--- config.mk ---
export PLATFORM = sky130hd
export DESIGN_NAME = opc_regs
export DESIGN_NICKNAME = d
export VERILOG_FILES = /design/src/opc_pkg.sv /design/src/opc_regs.sv
export SDC_FILE = /design/constraint.sdc
export NUM_CORES = 1
export LEC_CHECK = 0
export ABC_AREA = 1
export BUFFER_PORTS_ARGS = -buffer_cell sky130_fd_sc_hd__buf_2
export CORE_MARGIN = 3
export CORE_UTILIZATION = 49
export DETAILED_ROUTE_END_ITERATION = 8
export HOLD_SLACK_MARGIN = 0.1
export PLACE_DENSITY = 0.76
export SETUP_SLACK_MARGIN = 0.1
export SLEW_MARGIN = 40
export SYNTH_ARGS = -nofsm -noshare
export SYNTH_HDL_FRONTEND = slang
export SYNTH_SLANG_ARGS = --single-unit
--- constraint.sdc ---
create_clock -name clk_sys -period 1.4 [get_ports clk_sys]
set_input_delay 0.14 -clock clk_sys [delete_from_list [all_inputs] [get_ports clk_sys]]
set_output_delay 0.14 -clock clk_sys [all_outputs]
set_load 0.01 [all_outputs]
--- src/opc_pkg.sv ---
// package of offsets, fields, reset values and carrier types for the output and power control bank
package opc_pkg;
  localparam logic [7:0] OPC_ADDR_OUT_SEL = 8'h25;
  localparam logic [7:0] OPC_ADDR_TRI_PWR = 8'h26;
  localparam logic [7:0] OPC_ADDR_PWR_AUD = 8'h27;
  // output select register fields
  localparam int OPC_SEC_EN_BIT = 0;
  localparam int OPC_PRI_EN_BIT = 1;
  localparam int OPC_MODE_LSB = 2;
  // three-state and power register fields
  localparam int OPC_PD_FORCE_BIT = 0;
  localparam int OPC_PD_FN_LSB = 1;
  localparam int OPC_PD_POL_BIT = 3;
  localparam int OPC_I2S_TRI_BIT = 4;
  localparam int OPC_SPDIF_TRI_BIT = 5;
  localparam int OPC_SOG_TRI_BIT = 6;
  localparam int OPC_PIX_TRI_BIT = 7;
  // power, audio clock and timing register fields
  localparam int OPC_FORCE_DE_BIT = 3;
  localparam int OPC_TC_INS_BIT = 4;
  localparam int OPC_MCLK_EXT_BIT = 5;
  localparam int OPC_ADDR_LSB_BIT = 6;
  localparam int OPC_AUTO_PD_BIT = 7;
  // reset values and implemented-bit masks
  localparam logic [7:0] OPC_RST_OUT_SEL = 8'h02;
  localparam logic [7:0] OPC_RST_TRI_PWR = 8'h08;
  localparam logic [7:0] OPC_RST_PWR_AUD = 8'h80;
  localparam logic [7:0] OPC_MASK_OUT_SEL = 8'h0f;
  localparam logic [7:0] OPC_MASK_TRI_PWR = 8'hff;
  localparam logic [7:0] OPC_MASK_PWR_AUD = 8'hf8;

  typedef enum logic [1:0] {
    OPC_MODE_444 = 2'h0,
    OPC_MODE_422_DDR = 2'h1,
    OPC_MODE_DDR444 = 2'h2,
    OPC_MODE_422_12B = 2'h3
  } opc_mode_t;

  typedef enum logic [1:0] {
    OPC_PDF_PWRDN = 2'h0,
    OPC_PDF_PWRDN_SOG = 2'h1,
    OPC_PDF_FLOAT = 2'h2,
    OPC_PDF_FLOAT_SOG = 2'h3
  } opc_pd_fn_t;

  typedef struct packed {
    logic wr;
    logic rd;
    logic [7:0] addr;
    logic [7:0] wdata;
  } opc_req_t;

  typedef struct packed {
    logic pix_primary_oe;
    logic pix_secondary_oe;
    opc_mode_t out_mode;
    logic sync_on_green_out_oe;
    logic spdif_oe;
    logic i2s_oe;
    logic power_down;
    logic low_power;
    logic protection_port_addr_lsb;
    logic mclk_external_sel;
    logic timing_code_insert_enable;
    logic force_internal_enable_gen;
  } opc_ctl_t;

  localparam opc_ctl_t OPC_CTL_RST = '0;
endpackage

--- src/opc_regs.sv ---
// output three-state, power and audio clock control register bank
`timescale 1ns/1ps

// Behaviour
// - pixel outputs driven only while enables set
// - bits 7/6 float pixel and sync outputs
// - bit 5 floats coaxial audio output
// - bit 4 floats serial audio and clock
// - bit 3 picks power-down pin polarity
// - pin function field; bit 0 forces power-down
// - auto low power only when enabled
// - bit 6 is protection port address lsb
// - bit 5 selects external audio master clock
// - bit 4 inserts timing reference codes
// - dvi mode plus bit 3 uses internal enable
// - modes 1 and 2 add double-rate data on blue
module opc_regs (
  input wire logic clk_sys,
  input wire logic rst,
  input wire opc_pkg::opc_req_t req,
  input wire logic pwrdn_pin,
  input wire logic dvi_mode,
  input wire logic link_idle,
  output logic [7:0] rd_data,
  output opc_pkg::opc_ctl_t ctl
);

  ////////////////////////////////////////////////////////////////////////////
  // register storage

  logic [7:0] sel_q;
  logic [7:0] tri_q;
  logic [7:0] aud_q;
  logic [7:0] rd_data_q;
  opc_pkg::opc_ctl_t ctl_q;
  opc_pkg::opc_ctl_t ctl_d;

  function automatic logic [7:0] reg_next(input logic [7:0] old, input logic hit,
                                           input logic [7:0] wdata, input logic [7:0] mask);
    reg_next = hit ? (wdata & mask) : old;
  endfunction

  wire hit_sel = req.wr && (req.addr == opc_pkg::OPC_ADDR_OUT_SEL);
  wire hit_tri = req.wr && (req.addr == opc_pkg::OPC_ADDR_TRI_PWR);
  wire hit_aud = req.wr && (req.addr == opc_pkg::OPC_ADDR_PWR_AUD);

  always_ff @(posedge clk_sys) begin
    if (rst) begin
      sel_q <= opc_pkg::OPC_RST_OUT_SEL;
      tri_q <= opc_pkg::OPC_RST_TRI_PWR;
      aud_q <= opc_pkg::OPC_RST_PWR_AUD;
    end else begin
      sel_q <= reg_next(sel_q, hit_sel, req.wdata, opc_pkg::OPC_MASK_OUT_SEL);
      tri_q <= reg_next(tri_q, hit_tri, req.wdata, opc_pkg::OPC_MASK_TRI_PWR);
      aud_q <= reg_next(aud_q, hit_aud, req.wdata, opc_pkg::OPC_MASK_PWR_AUD);
    end
  end

  ////////////////////////////////////////////////////////////////////////////
  // read back; unmapped offsets answer zero

  wire [7:0] rd_mux = (req.addr == opc_pkg::OPC_ADDR_OUT_SEL) ? sel_q :
                      (req.addr == opc_pkg::OPC_ADDR_TRI_PWR) ? tri_q :
                      (req.addr == opc_pkg::OPC_ADDR_PWR_AUD) ? aud_q : 8'h00;

  always_ff @(posedge clk_sys) begin
    if (rst) begin
      rd_data_q <= 8'h00;
    end else if (req.rd) begin
      rd_data_q <= rd_mux;
    end
  end

  ////////////////////////////////////////////////////////////////////////////
  // power-down pin decode

  // polarity bit turns the raw pin into an asserted level
  wire pin_asserted = tri_q[opc_pkg::OPC_PD_POL_BIT] ? pwrdn_pin : !pwrdn_pin;
  wire opc_pkg::opc_pd_fn_t pd_fn = opc_pkg::opc_pd_fn_t'(tri_q[opc_pkg::OPC_PD_FN_LSB +: 2]);
  wire pin_pd = pin_asserted && ((pd_fn == opc_pkg::OPC_PDF_PWRDN) ||
                                 (pd_fn == opc_pkg::OPC_PDF_PWRDN_SOG));
  wire pin_float = pin_asserted && ((pd_fn == opc_pkg::OPC_PDF_FLOAT) ||
                                    (pd_fn == opc_pkg::OPC_PDF_FLOAT_SOG));
  wire pin_sog_float = pin_asserted && ((pd_fn == opc_pkg::OPC_PDF_PWRDN_SOG) ||
                                        (pd_fn == opc_pkg::OPC_PDF_FLOAT_SOG));

  ////////////////////////////////////////////////////////////////////////////
  // output control decode

  wire opc_pkg::opc_mode_t mode = opc_pkg::opc_mode_t'(sel_q[opc_pkg::OPC_MODE_LSB +: 2]);
  // secondary port only carries data in the two double-rate modes
  wire sec_mode = (mode == opc_pkg::OPC_MODE_422_DDR) || (mode == opc_pkg::OPC_MODE_DDR444);
  wire pix_drive = !tri_q[opc_pkg::OPC_PIX_TRI_BIT] && !pin_float;

  always_comb begin
    ctl_d = opc_pkg::OPC_CTL_RST;
    ctl_d.pix_primary_oe = pix_drive && sel_q[opc_pkg::OPC_PRI_EN_BIT];
    ctl_d.pix_secondary_oe = pix_drive && sel_q[opc_pkg::OPC_SEC_EN_BIT] && sec_mode;
    ctl_d.out_mode = mode;
    ctl_d.sync_on_green_out_oe = !tri_q[opc_pkg::OPC_SOG_TRI_BIT] && !pin_sog_float;
    ctl_d.spdif_oe = !tri_q[opc_pkg::OPC_SPDIF_TRI_BIT];
    ctl_d.i2s_oe = !tri_q[opc_pkg::OPC_I2S_TRI_BIT];
    ctl_d.power_down = pin_pd || tri_q[opc_pkg::OPC_PD_FORCE_BIT];
    ctl_d.low_power = aud_q[opc_pkg::OPC_AUTO_PD_BIT] && link_idle;
    ctl_d.protection_port_addr_lsb = aud_q[opc_pkg::OPC_ADDR_LSB_BIT];
    // with the external clock the source must track the video clock or samples slip
    ctl_d.mclk_external_sel = aud_q[opc_pkg::OPC_MCLK_EXT_BIT];
    ctl_d.timing_code_insert_enable = aud_q[opc_pkg::OPC_TC_INS_BIT];
    ctl_d.force_internal_enable_gen = aud_q[opc_pkg::OPC_FORCE_DE_BIT] && dvi_mode;
  end

  // one register stage: a write lands one clock, outputs follow the next
  always_ff @(posedge clk_sys) begin
    if (rst) begin
      ctl_q <= opc_pkg::OPC_CTL_RST;
    end else begin
      ctl_q <= ctl_d;
    end
  end

  assign ctl = ctl_q;
  assign rd_data = rd_data_q;

  // pin level that the polarity bit calls asserted
  wire pin_on = (pwrdn_pin == tri_q[opc_pkg::OPC_PD_POL_BIT]);
endmodule

# ---- Word-level counts from Yosys, hierarchy flattened
# Index checks and enable logic that the tools add are counted.
dict set report word_totals {
  ff_bits 38
  in_bits 23
  out_inout_bits 21
  wordCells 54
}
dict set report op_classes {
  eq_ne 8
  n_mux 4
  reduce_logical 26
}
# op n
set ops {}
lappend ops {{$eq 8x6->1 const B} 3}
lappend ops {{$mux 8} 3}
lappend ops {{$logic_and 1x1->1} 13}
lappend ops {{$logic_not 1->1} 7}
lappend ops {{$eq 2x2->1 const B} 3}
lappend ops {{$logic_or 1x1->1} 5}
lappend ops {{$eq 2x1->1 const B} 2}
lappend ops {{$logic_not 2->1} 1}
lappend ops {{$mux 1} 1}

# ---- Depth between registers and ports, before layout
# Gate-level depths: netlist (run 1).
dict set report logic_depth {
  word_depth 7
  ltp_mapped 10
  depth_no_buf 9
}

# ---- Least setup slack after synthesis (run 1)
# No wires, ideal clock.
dict set report synth_path {
  kind {input-to-reg}
  start {input port req[12] (netlist name)}
  end {register tri_q[2]}
  setup_time_ns 0.117
  arrival_time_ns 0.852
  required_time_ns 1.283
  path_slack_ns 0.431
  path_stages 8
  path_buffers 2
  cell_sequence {inv_1 -> nand2_1 -> nor2_2 -> buf_6 -> nand3_4 -> buf_6 -> o21ai_1 -> a21oi_1}
}
dict set report synth_between {
  elab_chain_len 2
}
# element line_no
set synth_lines {}
lappend synth_lines {{start: declaration} opc_regs.sv:20} ;# input wire opc_pkg::opc_req_t req,
lappend synth_lines {{$eq 8x6->1} opc_regs.sv:44} ;# wire hit_tri = req.wr && (req.addr == opc_pkg::OPC_ADDR_TRI_PWR);
lappend synth_lines {{$logic_and 1x1->1} opc_regs.sv:44}
lappend synth_lines {{end signal: assignment} opc_regs.sv:50} ;# tri_q <= opc_pkg::OPC_RST_TRI_PWR;
lappend synth_lines {{end signal: assignment} opc_regs.sv:54} ;# tri_q <= reg_next(tri_q, hit_tri, req.wdata, opc_pkg::OPC_MASK_TRI_PWR);
lappend synth_lines {{end: declaration} opc_regs.sv:32} ;# logic [7:0] tri_q;
# No other way between the ends.
# A chain may end at the register's enable or synchronous reset.

# ---- Worst setup path after layout (run 1)
dict set report layout_path {
  start {input port rst}
  end {register ctl_q (netlist bit ctl[4])}
}
# element line_no
set layout_rtl {}
lappend layout_rtl {{start: declaration} opc_regs.sv:19} ;# input wire logic rst,
lappend layout_rtl {{end signal: assignment} opc_regs.sv:115} ;# ctl_q <= opc_pkg::OPC_CTL_RST;
lappend layout_rtl {{end signal: assignment} opc_regs.sv:117} ;# ctl_q <= ctl_d;
lappend layout_rtl {{end: declaration} opc_regs.sv:35} ;# opc_pkg::opc_ctl_t ctl_q;
# No word-level cell between the ends.

==> results of run 1 <==
==> worst max-delay path, cell delays in order <==
cell,delay [ns]
sky130_fd_sc_hd__dlygate4sd3_1,0.53
sky130_fd_sc_hd__clkbuf_4,0.20
sky130_fd_sc_hd__nor2_2,0.13
sky130_fd_sc_hd__dlygate4sd3_1,0.55
==> cells by family (layout without fill, tap and decap cells) <==
family,count (synthesis),count (layout)
DFF,38,38
buffers and inverters,35,96
xor gates and xnor gates,1,1
AOI/OAI and AO/OA,39,39
and+or+nand+nor,88,88
==> worst max path at each step <==
stage,slack [ns],start,endpoint
6_report,0.13,rst,ctl[4]
5_1_grt,0.10,rst,ctl[4]
4_1_cts,0.15,rst,ctl[4]
3_5_place_dp,0.18,req[12],sel_q[3]
3_3_place_gp,0.20,req[12],sel_q[2]
2_1_floorplan,0.43,req[12],tri_q[2]
==> state kept, by name, summed over array words and instances, names as in the netlist <==
name,count
aud_q,5
ctl,13
rd_data,8
tri_q,8
sel_q,4
==> metrics by stage <==
stage	total power, mW	cell area [um2]	setup WS (ns)
floorplan	1.195	1510	0.4313
global placement	1.261	1755	0.1964
detailed placement	1.262	1755	0.1765
CTS	1.867	1936	0.1510
global route	1.945	1944	0.1046
finish	1.858	1944	0.1323
==> timing repair <==
item / in CTS / in global routing
resized for setup: 0 / 3
hold buffers: 12 / 0
endpoints found under the hold margin: 13 / 0
buffers inserted: 0 / 0
endpoints found under the setup margin: 0 / 3
==> area by class of cell <==
type	count	share of cell area
inverters	29	0.05792
well taps	31	0.01995
flip-flops and latches	38	0.3912
clock inverters	1	0.002574
clock buffers	7	0.02831
multi-input cells	128	0.3108
repair buffers	59	0.1892
==> cells in the final DEF (no fill, tap or decap), types with 2 or more instances in the layout <==
cell type / Yosys / layout
sky130_fd_sc_hd__a21oi_1: 17 / 17
sky130_fd_sc_hd__buf_2: 1 / 42
sky130_fd_sc_hd__buf_4: 0 / 4
sky130_fd_sc_hd__clkbuf_4: 0 / 6
sky130_fd_sc_hd__dfxtp_1: 38 / 38
sky130_fd_sc_hd__dlygate4sd3_1: 0 / 12
sky130_fd_sc_hd__inv_1: 27 / 26
sky130_fd_sc_hd__inv_2: 2 / 2
sky130_fd_sc_hd__nand2_1: 36 / 36
sky130_fd_sc_hd__nand2_2: 2 / 2
sky130_fd_sc_hd__nand3_1: 12 / 12
sky130_fd_sc_hd__nor2_1: 31 / 30
sky130_fd_sc_hd__nor2_2: 1 / 2
sky130_fd_sc_hd__nor2_4: 2 / 2
sky130_fd_sc_hd__o21ai_0: 18 / 18
sky130_fd_sc_hd__o21ai_1: 2 / 2
==> report_power, final <==
part / internal, mW / total (mW) / switching [mW]
registers: 1.10 / 1.10 / 0.00421
clock network: 0.243 / 0.592 / 0.348
logic: 0.0782 / 0.167 / 0.0888
==> routing by layer <==
metal | global-route usage | up-vias | wire [um]
li1 | - | 751 | -
met3 | 0.06080 | 4 | 189
met1 | 0.2751 | 620 | 1650
met2 | 0.2900 | 38 | 1460
met4 | 0.06667 | 0 | 40
met5 | 0 | - | 0
==> impl_metrics.sql, run 1 <==
INSERT INTO impl_metrics (metric_group, metric, value, unit) VALUES
('status', 'status', 'complete, no violations', ''),
('setup_path', 'r2r_end', 'ctl[4]', ''),
('floorplan', 'std_cell_rows', '19', ''),
('clock_network', 'cts.root.buffer_cell', 'sky130_fd_sc_hd__clkbuf_4', ''),
('logic_synthesis', 'synth.top_cells.by_area', 'sky130_fd_sc_hd__dfxtp_1, sky130_fd_sc_hd__nand2_1, sky130_fd_sc_hd__nor2_1', ''),
('setup_path', 'crit_path_end_kind', 'flip-flop', ''),
('clock_network', 'cts_buffers', '5', ''),
('setup_path', 'path_max_fanout', '9', ''),
('logic_synthesis', 'ys_seq_area_frac', '0.5037', ''),
('hold_path', 'hold_path_startpoint', 'req[17]', ''),
('floorplan', 'die-area', '3784', 'um2'),
('global_route', 'grt-ovfl-total', '0', ''),
('logic_synthesis', 'synth-seq-cells', '38', ''),
('power_and_ir_drop', 'vdd_drop_max', '0.0008385', 'V'),
('setup_path', 'ff2ff_path_depth', '3', ''),
('final_layout', 'drive_above_1_share', '0.2481', ''),
('routing', 'vias', '1413', ''),
('placed_design', 'io_buffers', '43', ''),
('setup_path', 'r2r_start', 'aud_q[7]', ''),
('global_route', 'first_global_vias', '1282', ''),
('final_layout', 'total_area_of_sequential_cells', '760.7', 'um2'),
('power_and_ir_drop', 'power.leakage', '0.9481', 'nW'),
('timing', 'clock_skew', '0.001625', 'ns'),
('clock_network', 'cts_buffer_depth', '2', ''),
('timing', 'setup_repair_after_global_routing_missed_its_margin', 'false', ''),
('floorplan', 'die_h', '61.52', 'um'),
('timing', 'report.final.slew_viol_count', '0', ''),
('routing', 'wl_per_cell', '11.40', 'um'),
('timing', 'post-route-min-period', '1.268', 'ns'),
('logic_synthesis', 'netlist_area', '1510', 'um2'),
('clock_network', 'tritoncts', 'yes', ''),
('placed_design', 'gp_congestion', '0.8167', ''),
('clock_network', 'clock_sink_count', '38', ''),
('setup_path', 'cp.required', '1.69', 'ns'),
('timing', 'setup_violations', '0', ''),
('hold_path', 'timing.hold.worst.class', 'input pin to flip-flop', ''),
('routing', 'route.antenna.remaining_nets', '0', ''),
('setup_path', 'r2r_slack', '0.26', 'ns'),
('final_layout', 'finish.utilization', '0.6816', ''),
('timing', 'worstMarginPinSlew', '0.2679', 'ns'),
('run', 'cap_violations', '0', ''),
('logic_synthesis', 'synth_adder_area_share', '0', ''),
('global_route', 'global_route.usage.total', '0.1975', ''),
('final_layout', 'layout.filler_cells', '244', ''),
('setup_path', 'worstPathArrival', '1.56', 'ns'),
('logic_synthesis', 'yosysMostFrequentCell', 'sky130_fd_sc_hd__dfxtp_1', ''),
('routing', 'drc', '0', ''),
('logic_synthesis', 'synth.cells.most_frequent', 'sky130_fd_sc_hd__dfxtp_1, sky130_fd_sc_hd__nand2_1, sky130_fd_sc_hd__nor2_1', ''),
('logic_synthesis', 'mappedNetlistNets', '224', ''),
('global_route', 'largest_net_degree_at_the_start_of_global_routing', '17', ''),
('final_layout', 'multiInputGateArea', '604.3', 'um2'),
('final_layout', 'finish.net_count', '284', ''),
('hold_path', 'timing.hold.worst_path_depth', '3', ''),
('timing', 'worst_hold_slack', '0.1443', 'ns'),
('global_route', 'antenna_found_initial', '0', ''),
('clock_network', 'htree_levels', '2', ''),
('logic_synthesis', 'yosys.area_share.simple', '0.2601', ''),
('timing', 'finalCritPeriodShare', '0.9055', ''),
('routing', 'initialDrtViolationCount', '45', ''),
('logic_synthesis', 'yosysWarningCount', '0', ''),
('floorplan', 'die_w', '61.52', 'um'),
('logic_synthesis', 'synth-edff-count', '0', ''),
('global_route', 'grt_pass1_wl', '5.540', 'mm'),
('timing', 'setup_tns', '0', 'ns'),
('logic_synthesis', 'synth_area_per_inst', '7.513', 'um2'),
('logic_synthesis', 'synth_cells', '201', ''),
('floorplan', 'floorplan.initialDensity', '0.5294', ''),
('logic_synthesis', 'synth-async-reset-ratio', '0', ''),
('clock_network', 'clock_slew_seen_by_the_registers_of_the_worst_setup_and_hold_paths', '0.11', 'ns'),
('timing', 'slew_headroom', '0.8207', ''),
('hold_path', 'timing.hold.worst_endpoint', 'aud_q[3]', '');
No activity file was read; power rests on OpenSTA's default activity.
==> run 2, diff against run 1 <==
--- a/config.mk
+++ b/config.mk
@@ -10,6 +10,7 @@
 export CORE_MARGIN = 3
 export CORE_UTILIZATION = 49
 export DETAILED_ROUTE_END_ITERATION = 8
+export GPL_TIMING_DRIVEN = 0
 export HOLD_SLACK_MARGIN = 0.1
 export PLACE_DENSITY = 0.76
 export SETUP_SLACK_MARGIN = 0.1
==> run 2 against run 1 <==
Net effect:
- sequential cell count unchanged
- register-to-register slack better by 0.03 ns
- critical path depth up 2
- sequential share of layout area up 0.18 points
- hold slack worse by 0.010 ns
==> impl_metrics.sql, run 2 (same netlist as run 1, synthesis figures left out) <==
INSERT INTO impl_metrics (metric_group, metric, value, unit) VALUES
('timing', 'post-route-min-period', '1.156', 'ns'),
('clock_network', 'clock_slew_seen_by_the_registers_of_the_worst_setup_and_hold_paths', '0.11', 'ns'),
('routing', 'vias', '1417', ''),
('floorplan', 'die_h', '61.52', 'um'),
('status', 'status', 'complete, no violations', ''),
('clock_network', 'worstSkewPairLatency', '0.34', 'ns'),
('final_layout', 'layout.filler_cells', '268', ''),
('setup_path', 'r2r_end', 'ctl[11]', ''),
('floorplan', 'placeableCoreArea', '2853', 'um2'),
('timing', 'setup_violations', '0', ''),
('setup_path', 'path_max_fanout', '10', ''),
('hold_path', 'timing.hold.worst_endpoint', 'aud_q[3]', ''),
('clock_network', 'clock_sink_count', '38', ''),
('timing', 'setup_repair_after_global_routing_missed_its_margin', 'false', ''),
('timing', 'worstMarginPinSlew', '0.4698', 'ns'),
('placed_design', 'gp_congestion', '0.8468', ''),
('final_layout', 'drive_above_1_share', '0.2395', ''),
('hold_path', 'timing.hold.worst_path_depth', '3', ''),
('placed_design', 'io_buffers', '43', ''),
('power_and_ir_drop', 'power.leakage', '0.9486', 'nW'),
('floorplan', 'io_pins', '44', ''),
('global_route', 'antenna_found_initial', '0', ''),
('clock_network', 'cts_buffers', '5', ''),
('global_route', 'globalRouteMet3Util', '0.06709', ''),
('power_and_ir_drop', 'total_power', '1.845', 'mW'),
('global_route', 'largest_net_degree_at_the_start_of_global_routing', '12', ''),
('final_layout', 'area.growth.synth_to_final', '28.17', '%'),
('placed_design', 'dpl_worst_slack', '0.2111', 'ns'),
('final_layout', 'layout.cells.most_common', 'sky130_fd_sc_hd__buf_2', ''),
('routing', 'initialDrtViolationCount', '74', ''),
('routing', 'wl_per_cell', '11.23', 'um'),
('floorplan', 'die-area', '3784', 'um2'),
('setup_path', 'ff2ff_path_depth', '3', ''),
('final_layout', 'max_reg_flops', '13', ''),
('floorplan', 'floorplan.initialDensity', '0.5294', ''),
('timing', 'report.final.slew_viol_count', '0', ''),
('setup_path', 'crit_path_end_kind', 'flip-flop', ''),
('clock_network', 'cts.root.buffer_cell', 'sky130_fd_sc_hd__clkbuf_4', ''),
('routing', 'postRouteWirelength', '3.303', 'mm'),
('routing', 'drc', '0', ''),
('setup_path', 'r2r_start', 'tri_q[3]', ''),
('final_layout', 'insertedDiodeCount', '0', ''),
('routing', 'route.antenna.remaining_nets', '0', ''),
('global_route', 'grt_pass1_wl', '5.457', 'mm'),
('hold_path', 'timing.hold.worst.class', 'input pin to flip-flop', ''),
('timing', 'achievable-frequency', '864.8', 'MHz'),
('placed_design', 'hpwlAfterDp', '2.409', 'mm'),
('global_route', 'first_global_vias', '1264', ''),
('timing', 'slew_headroom', '0.6868', ''),
('timing', 'clock_skew', '0.007427', 'ns'),
('timing', 'final_hold_viol_count', '0', ''),
('global_route', 'global_route.usage.total', '0.1991', ''),
('clock_network', 'htree_levels', '2', ''),
('power_and_ir_drop', 'vdd_drop_max', '0.0006966', 'V'),
('global_route', 'grt_util_met2', '0.2960', ''),
('routing', 'drt_first_pass_iters', '4', ''),
('clock_network', 'cts_buffer_depth', '2', ''),
('final_layout', 'most-common-layout-cells', 'sky130_fd_sc_hd__buf_2, sky130_fd_sc_hd__dfxtp_1, sky130_fd_sc_hd__nand2_1', ''),
('setup_path', 'r2r_slack', '0.29', 'ns'),
('clock_network', 'tritoncts', 'yes', ''),
('routing', 'avgViaCountPerCell', '4.820', ''),
('run', 'cap_violations', '0', ''),
('global_route', 'globalRouteMet1Util', '0.2670', ''),
('timing', 'setup_tns', '0', 'ns'),
('global_route', 'globalRoute.busiestLayer', 'met2', ''),
('timing', 'finalWorstSetupSlack', '0.2436', 'ns'),
('hold_path', 'hold_path_startpoint', 'req[17]', ''),
('setup_path', 'cp.required', '1.68', 'ns'),
('setup_path', 'setup.worst_path.class', 'input pin to flip-flop', ''),
('setup_path', 'worstSetupStartpointType', 'input pin', ''),
('timing', 'finalCritPeriodShare', '0.8260', ''),
('power_and_ir_drop', 'cellPowerDensity', '953.4', 'nW/um2'),
('final_layout', 'finish.net_count', '285', ''),
('global_route', 'grt-ovfl-total', '0', ''),
('floorplan', 'std_cell_rows', '19', ''),
('setup_path', 'worstPathArrival', '1.44', 'ns'),
('floorplan', 'die_w', '61.52', 'um');
[run 2: changes by cell type in the layout (fill, tap and decap cells not counted)]
| cell | change |
|---|---|
| sky130_fd_sc_hd__buf_4 | -4 |
| sky130_fd_sc_hd__buf_2 | +2 |
| sky130_fd_sc_hd__buf_6 | +2 |
| sky130_fd_sc_hd__clkbuf_1 | +2 |
| sky130_fd_sc_hd__clkbuf_2 | +1 |
| sky130_fd_sc_hd__clkbuf_4 | -1 |
| sky130_fd_sc_hd__clkinvlp_4 | -1 |
| sky130_fd_sc_hd__dlygate4sd3_1 | -1 |
| sky130_fd_sc_hd__inv_1 | +1 |
| sky130_fd_sc_hd__nor2_1 | +1 |
| sky130_fd_sc_hd__nor2_2 | -1 |
[run 2: what timing repair did]
item,4_1_cts,5_1_grt
hold buffers,11,0
setup buffers,0,0
hold endpoints to repair,18,0
setup endpoints to repair,0,1
gates resized for setup,0,2
[run 2: how the worst max path moves through the flow]
stage / start / endpoint / slack [ns] / cells past startpoint
floorplan: req[12] / tri_q[2] / 0.43 / 8
global placement: req[11] / tri_q[6] / 0.24 / 8
detailed placement: req[11] / aud_q[5] / 0.21 / 9
CTS: rst / rd_data[2] / 0.22 / 6
global route: rst / aud_q[5] / 0.13 / 6
finish: rst / aud_q[5] / 0.24 / 6
[run 2: power by group]
part	switching (mW)	internal [mW]	total, mW	leakage, nW
Sequential	0.00448	1.10	1.10	0.309
Clock	0.340	0.243	0.584	0.0353
Combinational	0.0867	0.0750	0.162	0.605
Total	0.432	1.41	1.85	0.949
[run 2: worst max-delay path: stages]
cell,delay (ns)
sky130_fd_sc_hd__dlygate4sd3_1,0.53
sky130_fd_sc_hd__buf_2,0.16
sky130_fd_sc_hd__inv_1,0.14
sky130_fd_sc_hd__buf_2,0.24
sky130_fd_sc_hd__o21ai_0,0.12
sky130_fd_sc_hd__a21oi_1,0.11
[run 2: layer usage]
layer	wire length (um)	part of all wire
met1	1572	0.48
met2	1444	0.44
met3	219	0.066
met4	66	0.020
met5	0	0
[run 2: layout make-up]
| class | instances | area, um2 | share of cell area |
|---|---|---|---|
| Clock buffer | 7 | 55.05 | 0.02844 |
| Multi-Input combinational cell | 128 | 601.8 | 0.3109 |
| Timing Repair Buffer | 54 | 325.3 | 0.1681 |
| Clock inverter | 1 | 5.005 | 0.002586 |
| Tap cell | 31 | 38.79 | 0.02004 |
| Inverter | 29 | 108.9 | 0.05624 |
| Buffer | 6 | 40.04 | 0.02069 |
| Sequential cell | 38 | 760.7 | 0.3930 |
[run 2: per-stage QoR]
| step | cell area (um2) | hold slack (ns) | utilization | cells |
|---|---|---|---|---|
| 4_1_cts | 1934 | 0.1174 | 0.6781 | 294 |
| 5_1_grt | 1936 | 0.1316 | 0.6785 | 294 |
| 3_3_place_gp | 1764 | 0.3571 | 0.6184 | 275 |
| 3_5_place_dp | 1764 | 0.3729 | 0.6184 | 275 |
| 6_report | 1936 | 0.1340 | 0.6785 | 294 |
| 2_1_floorplan | 1510 | 0.2183 | - | 201 |
==> run 3, diff against run 2 <==
==> constraint.sdc (replaced) <==
create_clock -name clk_sys -period 1.1 [get_ports clk_sys]
set_input_delay 0.11 -clock clk_sys [delete_from_list [all_inputs] [get_ports clk_sys]]
set_output_delay 0.11 -clock clk_sys [all_outputs]
set_load 0.01 [all_outputs]
==> run 3 against run 2 <==
Net effect:
- clock-buffer cell count stayed put
- sequential power is 27% higher
- critical path type is now flip-flop to flip-flop
- final area is 2.2% higher
- cell count is 0.34% higher
- highest routed layer unchanged
- sequential cell count stayed put
==> impl_metrics.sql, run 3 (same netlist as run 1, synthesis figures left out) <==
INSERT INTO impl_metrics (metric_group, metric, value, unit) VALUES
('status', 'status', 'complete, no violations', ''),
('clock_network', 'worstSkewPairLatency', '0.35', 'ns'),
('routing', 'route.antenna.remaining_nets', '0', ''),
('placed_design', 'hpwlAfterDp', '2.409', 'mm'),
('power_and_ir_drop', 'cellPowerDensity', '1196', 'nW/um2'),
('floorplan', 'die-area', '3784', 'um2'),
('final_layout', 'insertedDiodeCount', '0', ''),
('clock_network', 'clock_sink_count', '38', ''),
('clock_network', 'cts_buffers', '5', ''),
('global_route', 'antenna_found_initial', '0', ''),
('routing', 'drt_first_pass_iters', '4', ''),
('power_and_ir_drop', 'vdd_drop_max', '0.0008864', 'V'),
('placed_design', 'dpl_worst_slack', '-0.05889', 'ns'),
('setup_path', 'path_max_fanout', '3', ''),
('setup_path', 'cp.required', '1.36', 'ns'),
('routing', 'postRouteWirelength', '3.408', 'mm'),
('routing', 'wl_per_cell', '11.55', 'um'),
('floorplan', 'io_pins', '44', ''),
('routing', 'drc', '0', ''),
('timing', 'finalWorstSetupSlack', '0.1167', 'ns'),
('final_layout', 'most-common-layout-cells', 'sky130_fd_sc_hd__buf_2, sky130_fd_sc_hd__nand2_1, sky130_fd_sc_hd__dfxtp_1', ''),
('timing', 'post-route-min-period', '0.9833', 'ns'),
('clock_network', 'clock_slew_seen_by_the_registers_of_the_worst_setup_and_hold_paths', '0.11', 'ns'),
('timing', 'clock_skew', '0.01220', 'ns'),
('clock_network', 'cts_buffer_depth', '2', ''),
('timing', 'report.final.slew_viol_count', '0', ''),
('final_layout', 'layout.filler_cells', '253', ''),
('setup_path', 'cp.buffers_inverters', '0', ''),
('clock_network', 'cts.root.buffer_cell', 'sky130_fd_sc_hd__clkbuf_4', ''),
('floorplan', 'std_cell_rows', '19', ''),
('global_route', 'largest_net_degree_at_the_start_of_global_routing', '12', ''),
('routing', 'avgViaCountPerCell', '4.753', ''),
('timing', 'setup_violations', '0', ''),
('setup_path', 'crit_path_max_incr_delay', '0.39', 'ns'),
('clock_network', 'htree_levels', '2', ''),
('setup_path', 'worstSetupStartpointType', 'flip-flop', ''),
('final_layout', 'layout.cells.most_common', 'sky130_fd_sc_hd__buf_2', ''),
('global_route', 'global_route.usage.total', '0.2035', ''),
('setup_path', 'setup.worst_path.class', 'flip-flop to flip-flop', ''),
('final_layout', 'finish.net_count', '286', ''),
('timing', 'achievable-frequency', '1017', 'MHz'),
('final_layout', 'area.growth.synth_to_final', '30.99', '%'),
('floorplan', 'floorplan.initialDensity', '0.5294', ''),
('setup_path', 'crit_path_end_kind', 'flip-flop', ''),
('placed_design', 'placed_cell_area', '1764', 'um2'),
('setup_path', 'cp_slowest_cell', 'sky130_fd_sc_hd__dfxtp_4', ''),
('final_layout', 'postLayoutCellArea', '1978', 'um2'),
('setup_path', 'timing.critical_path.cells', 'xor2_4 -> o21ai_2 -> nor4_2', ''),
('global_route', 'grt-ovfl-total', '0', ''),
('setup_path', 'worst_path_dominant_cell_family', 'flip-flops', ''),
('final_layout', 'drive_above_1_share', '0.2538', ''),
('timing', 'final_hold_viol_count', '0', ''),
('timing', 'worstMarginPinSlew', '0.4683', 'ns'),
('global_route', 'grt_pass1_wl', '5.595', 'mm'),
('routing', 'vias', '1402', ''),
('clock_network', 'tritoncts', 'yes', ''),
('floorplan', 'placeableCoreArea', '2853', 'um2'),
('global_route', 'first_global_vias', '1295', ''),
('routing', 'initialDrtViolationCount', '70', ''),
('final_layout', 'max_reg_flops', '13', ''),
('hold_path', 'timing.hold.worst.class', 'input pin to flip-flop', ''),
('placed_design', 'gp_congestion', '0.8468', ''),
('timing', 'setup_repair_after_global_routing_missed_its_margin', 'true', ''),
('floorplan', 'die_w', '61.52', 'um'),
('timing', 'slew_headroom', '0.6878', ''),
('timing', 'finalCritPeriodShare', '0.8939', ''),
('power_and_ir_drop', 'power.leakage', '0.9560', 'nW'),
('run', 'cap_violations', '0', ''),
('floorplan', 'die_h', '61.52', 'um'),
('placed_design', 'io_buffers', '43', ''),
('setup_path', 'worstPathArrival', '1.24', 'ns');
[run 3: what timing repair did]
action / CTS / global route
cloned: 0 / 0
setup buffers: 0 / 0
pin swaps: 1 / 2
hold buffers: 12 / 0
endpoints found under the setup margin: 2 / 4
hold endpoints to repair: 22 / 0
resized for setup: 2 / 7
[run 3: area by class of cell]
cell class / instances / area [um2] / share of cell area
Buffer: 6 / 38.79 / 0.01961
Clock buffer: 7 / 55.05 / 0.02783
Clock inverter: 1 / 5.005 / 0.002530
Inverter: 29 / 108.9 / 0.05503
Multi-Input combinational cell: 128 / 630.6 / 0.3188
Sequential cell: 38 / 765.7 / 0.3871
Tap cell: 31 / 38.79 / 0.01961
Timing Repair Buffer: 55 / 335.3 / 0.1695
[run 3: stage by stage]
stage,std cells,hold slack [ns],power (mW),utilization,TNS [ns]
2_1_floorplan,201,0.1883,1.521,-,0
3_3_place_gp,275,0.3271,1.604,0.6184,-0.2717
3_5_place_dp,275,0.3429,1.606,0.6184,-0.4120
4_1_cts,295,0.1028,2.370,0.6846,0
5_1_grt,295,0.1088,2.460,0.6934,0
6_report,295,0.1143,2.366,0.6934,0
[run 3: worst min-delay path: stages]
cell                      delay [ns]
sky130_fd_sc_hd__buf_2          0.08
sky130_fd_sc_hd__inv_1          0.09
sky130_fd_sc_hd__nand2_1        0.08
sky130_fd_sc_hd__a21oi_1        0.05
[run 3: path summary, 6_finish.rpt]
kind | cells past startpoint | start | to | slack [ns]
worst max-delay path | 3 | tri_q[3] | ctl[11] | 0.12
worst min-delay path | 4 | req[16] | rd_data[3] | 0.11
worst max register to register | 3 | tri_q[3] | ctl[11] | 0.12
worst min register to register | 1 | tri_q[4] | ctl[6] | 0.46
[run 3: per-layer routing]
metal | GRT usage | share of wire | wire (um) | up-vias
li1 | - | - | - | 752
met1 | 0.2725 | 0.49 | 1669 | 611
met2 | 0.3049 | 0.45 | 1517 | 35
met3 | 0.06709 | 0.052 | 178 | 4
met4 | 0.07576 | 0.012 | 42 | 0
met5 | 0 | 0 | 0 | -
[run 3: power by group]
group / internal (mW) / switching [mW]
clock network: 0.310 / 0.443
logic: 0.0993 / 0.116
registers: 1.39 / 0.00569
total: 1.80 / 0.565
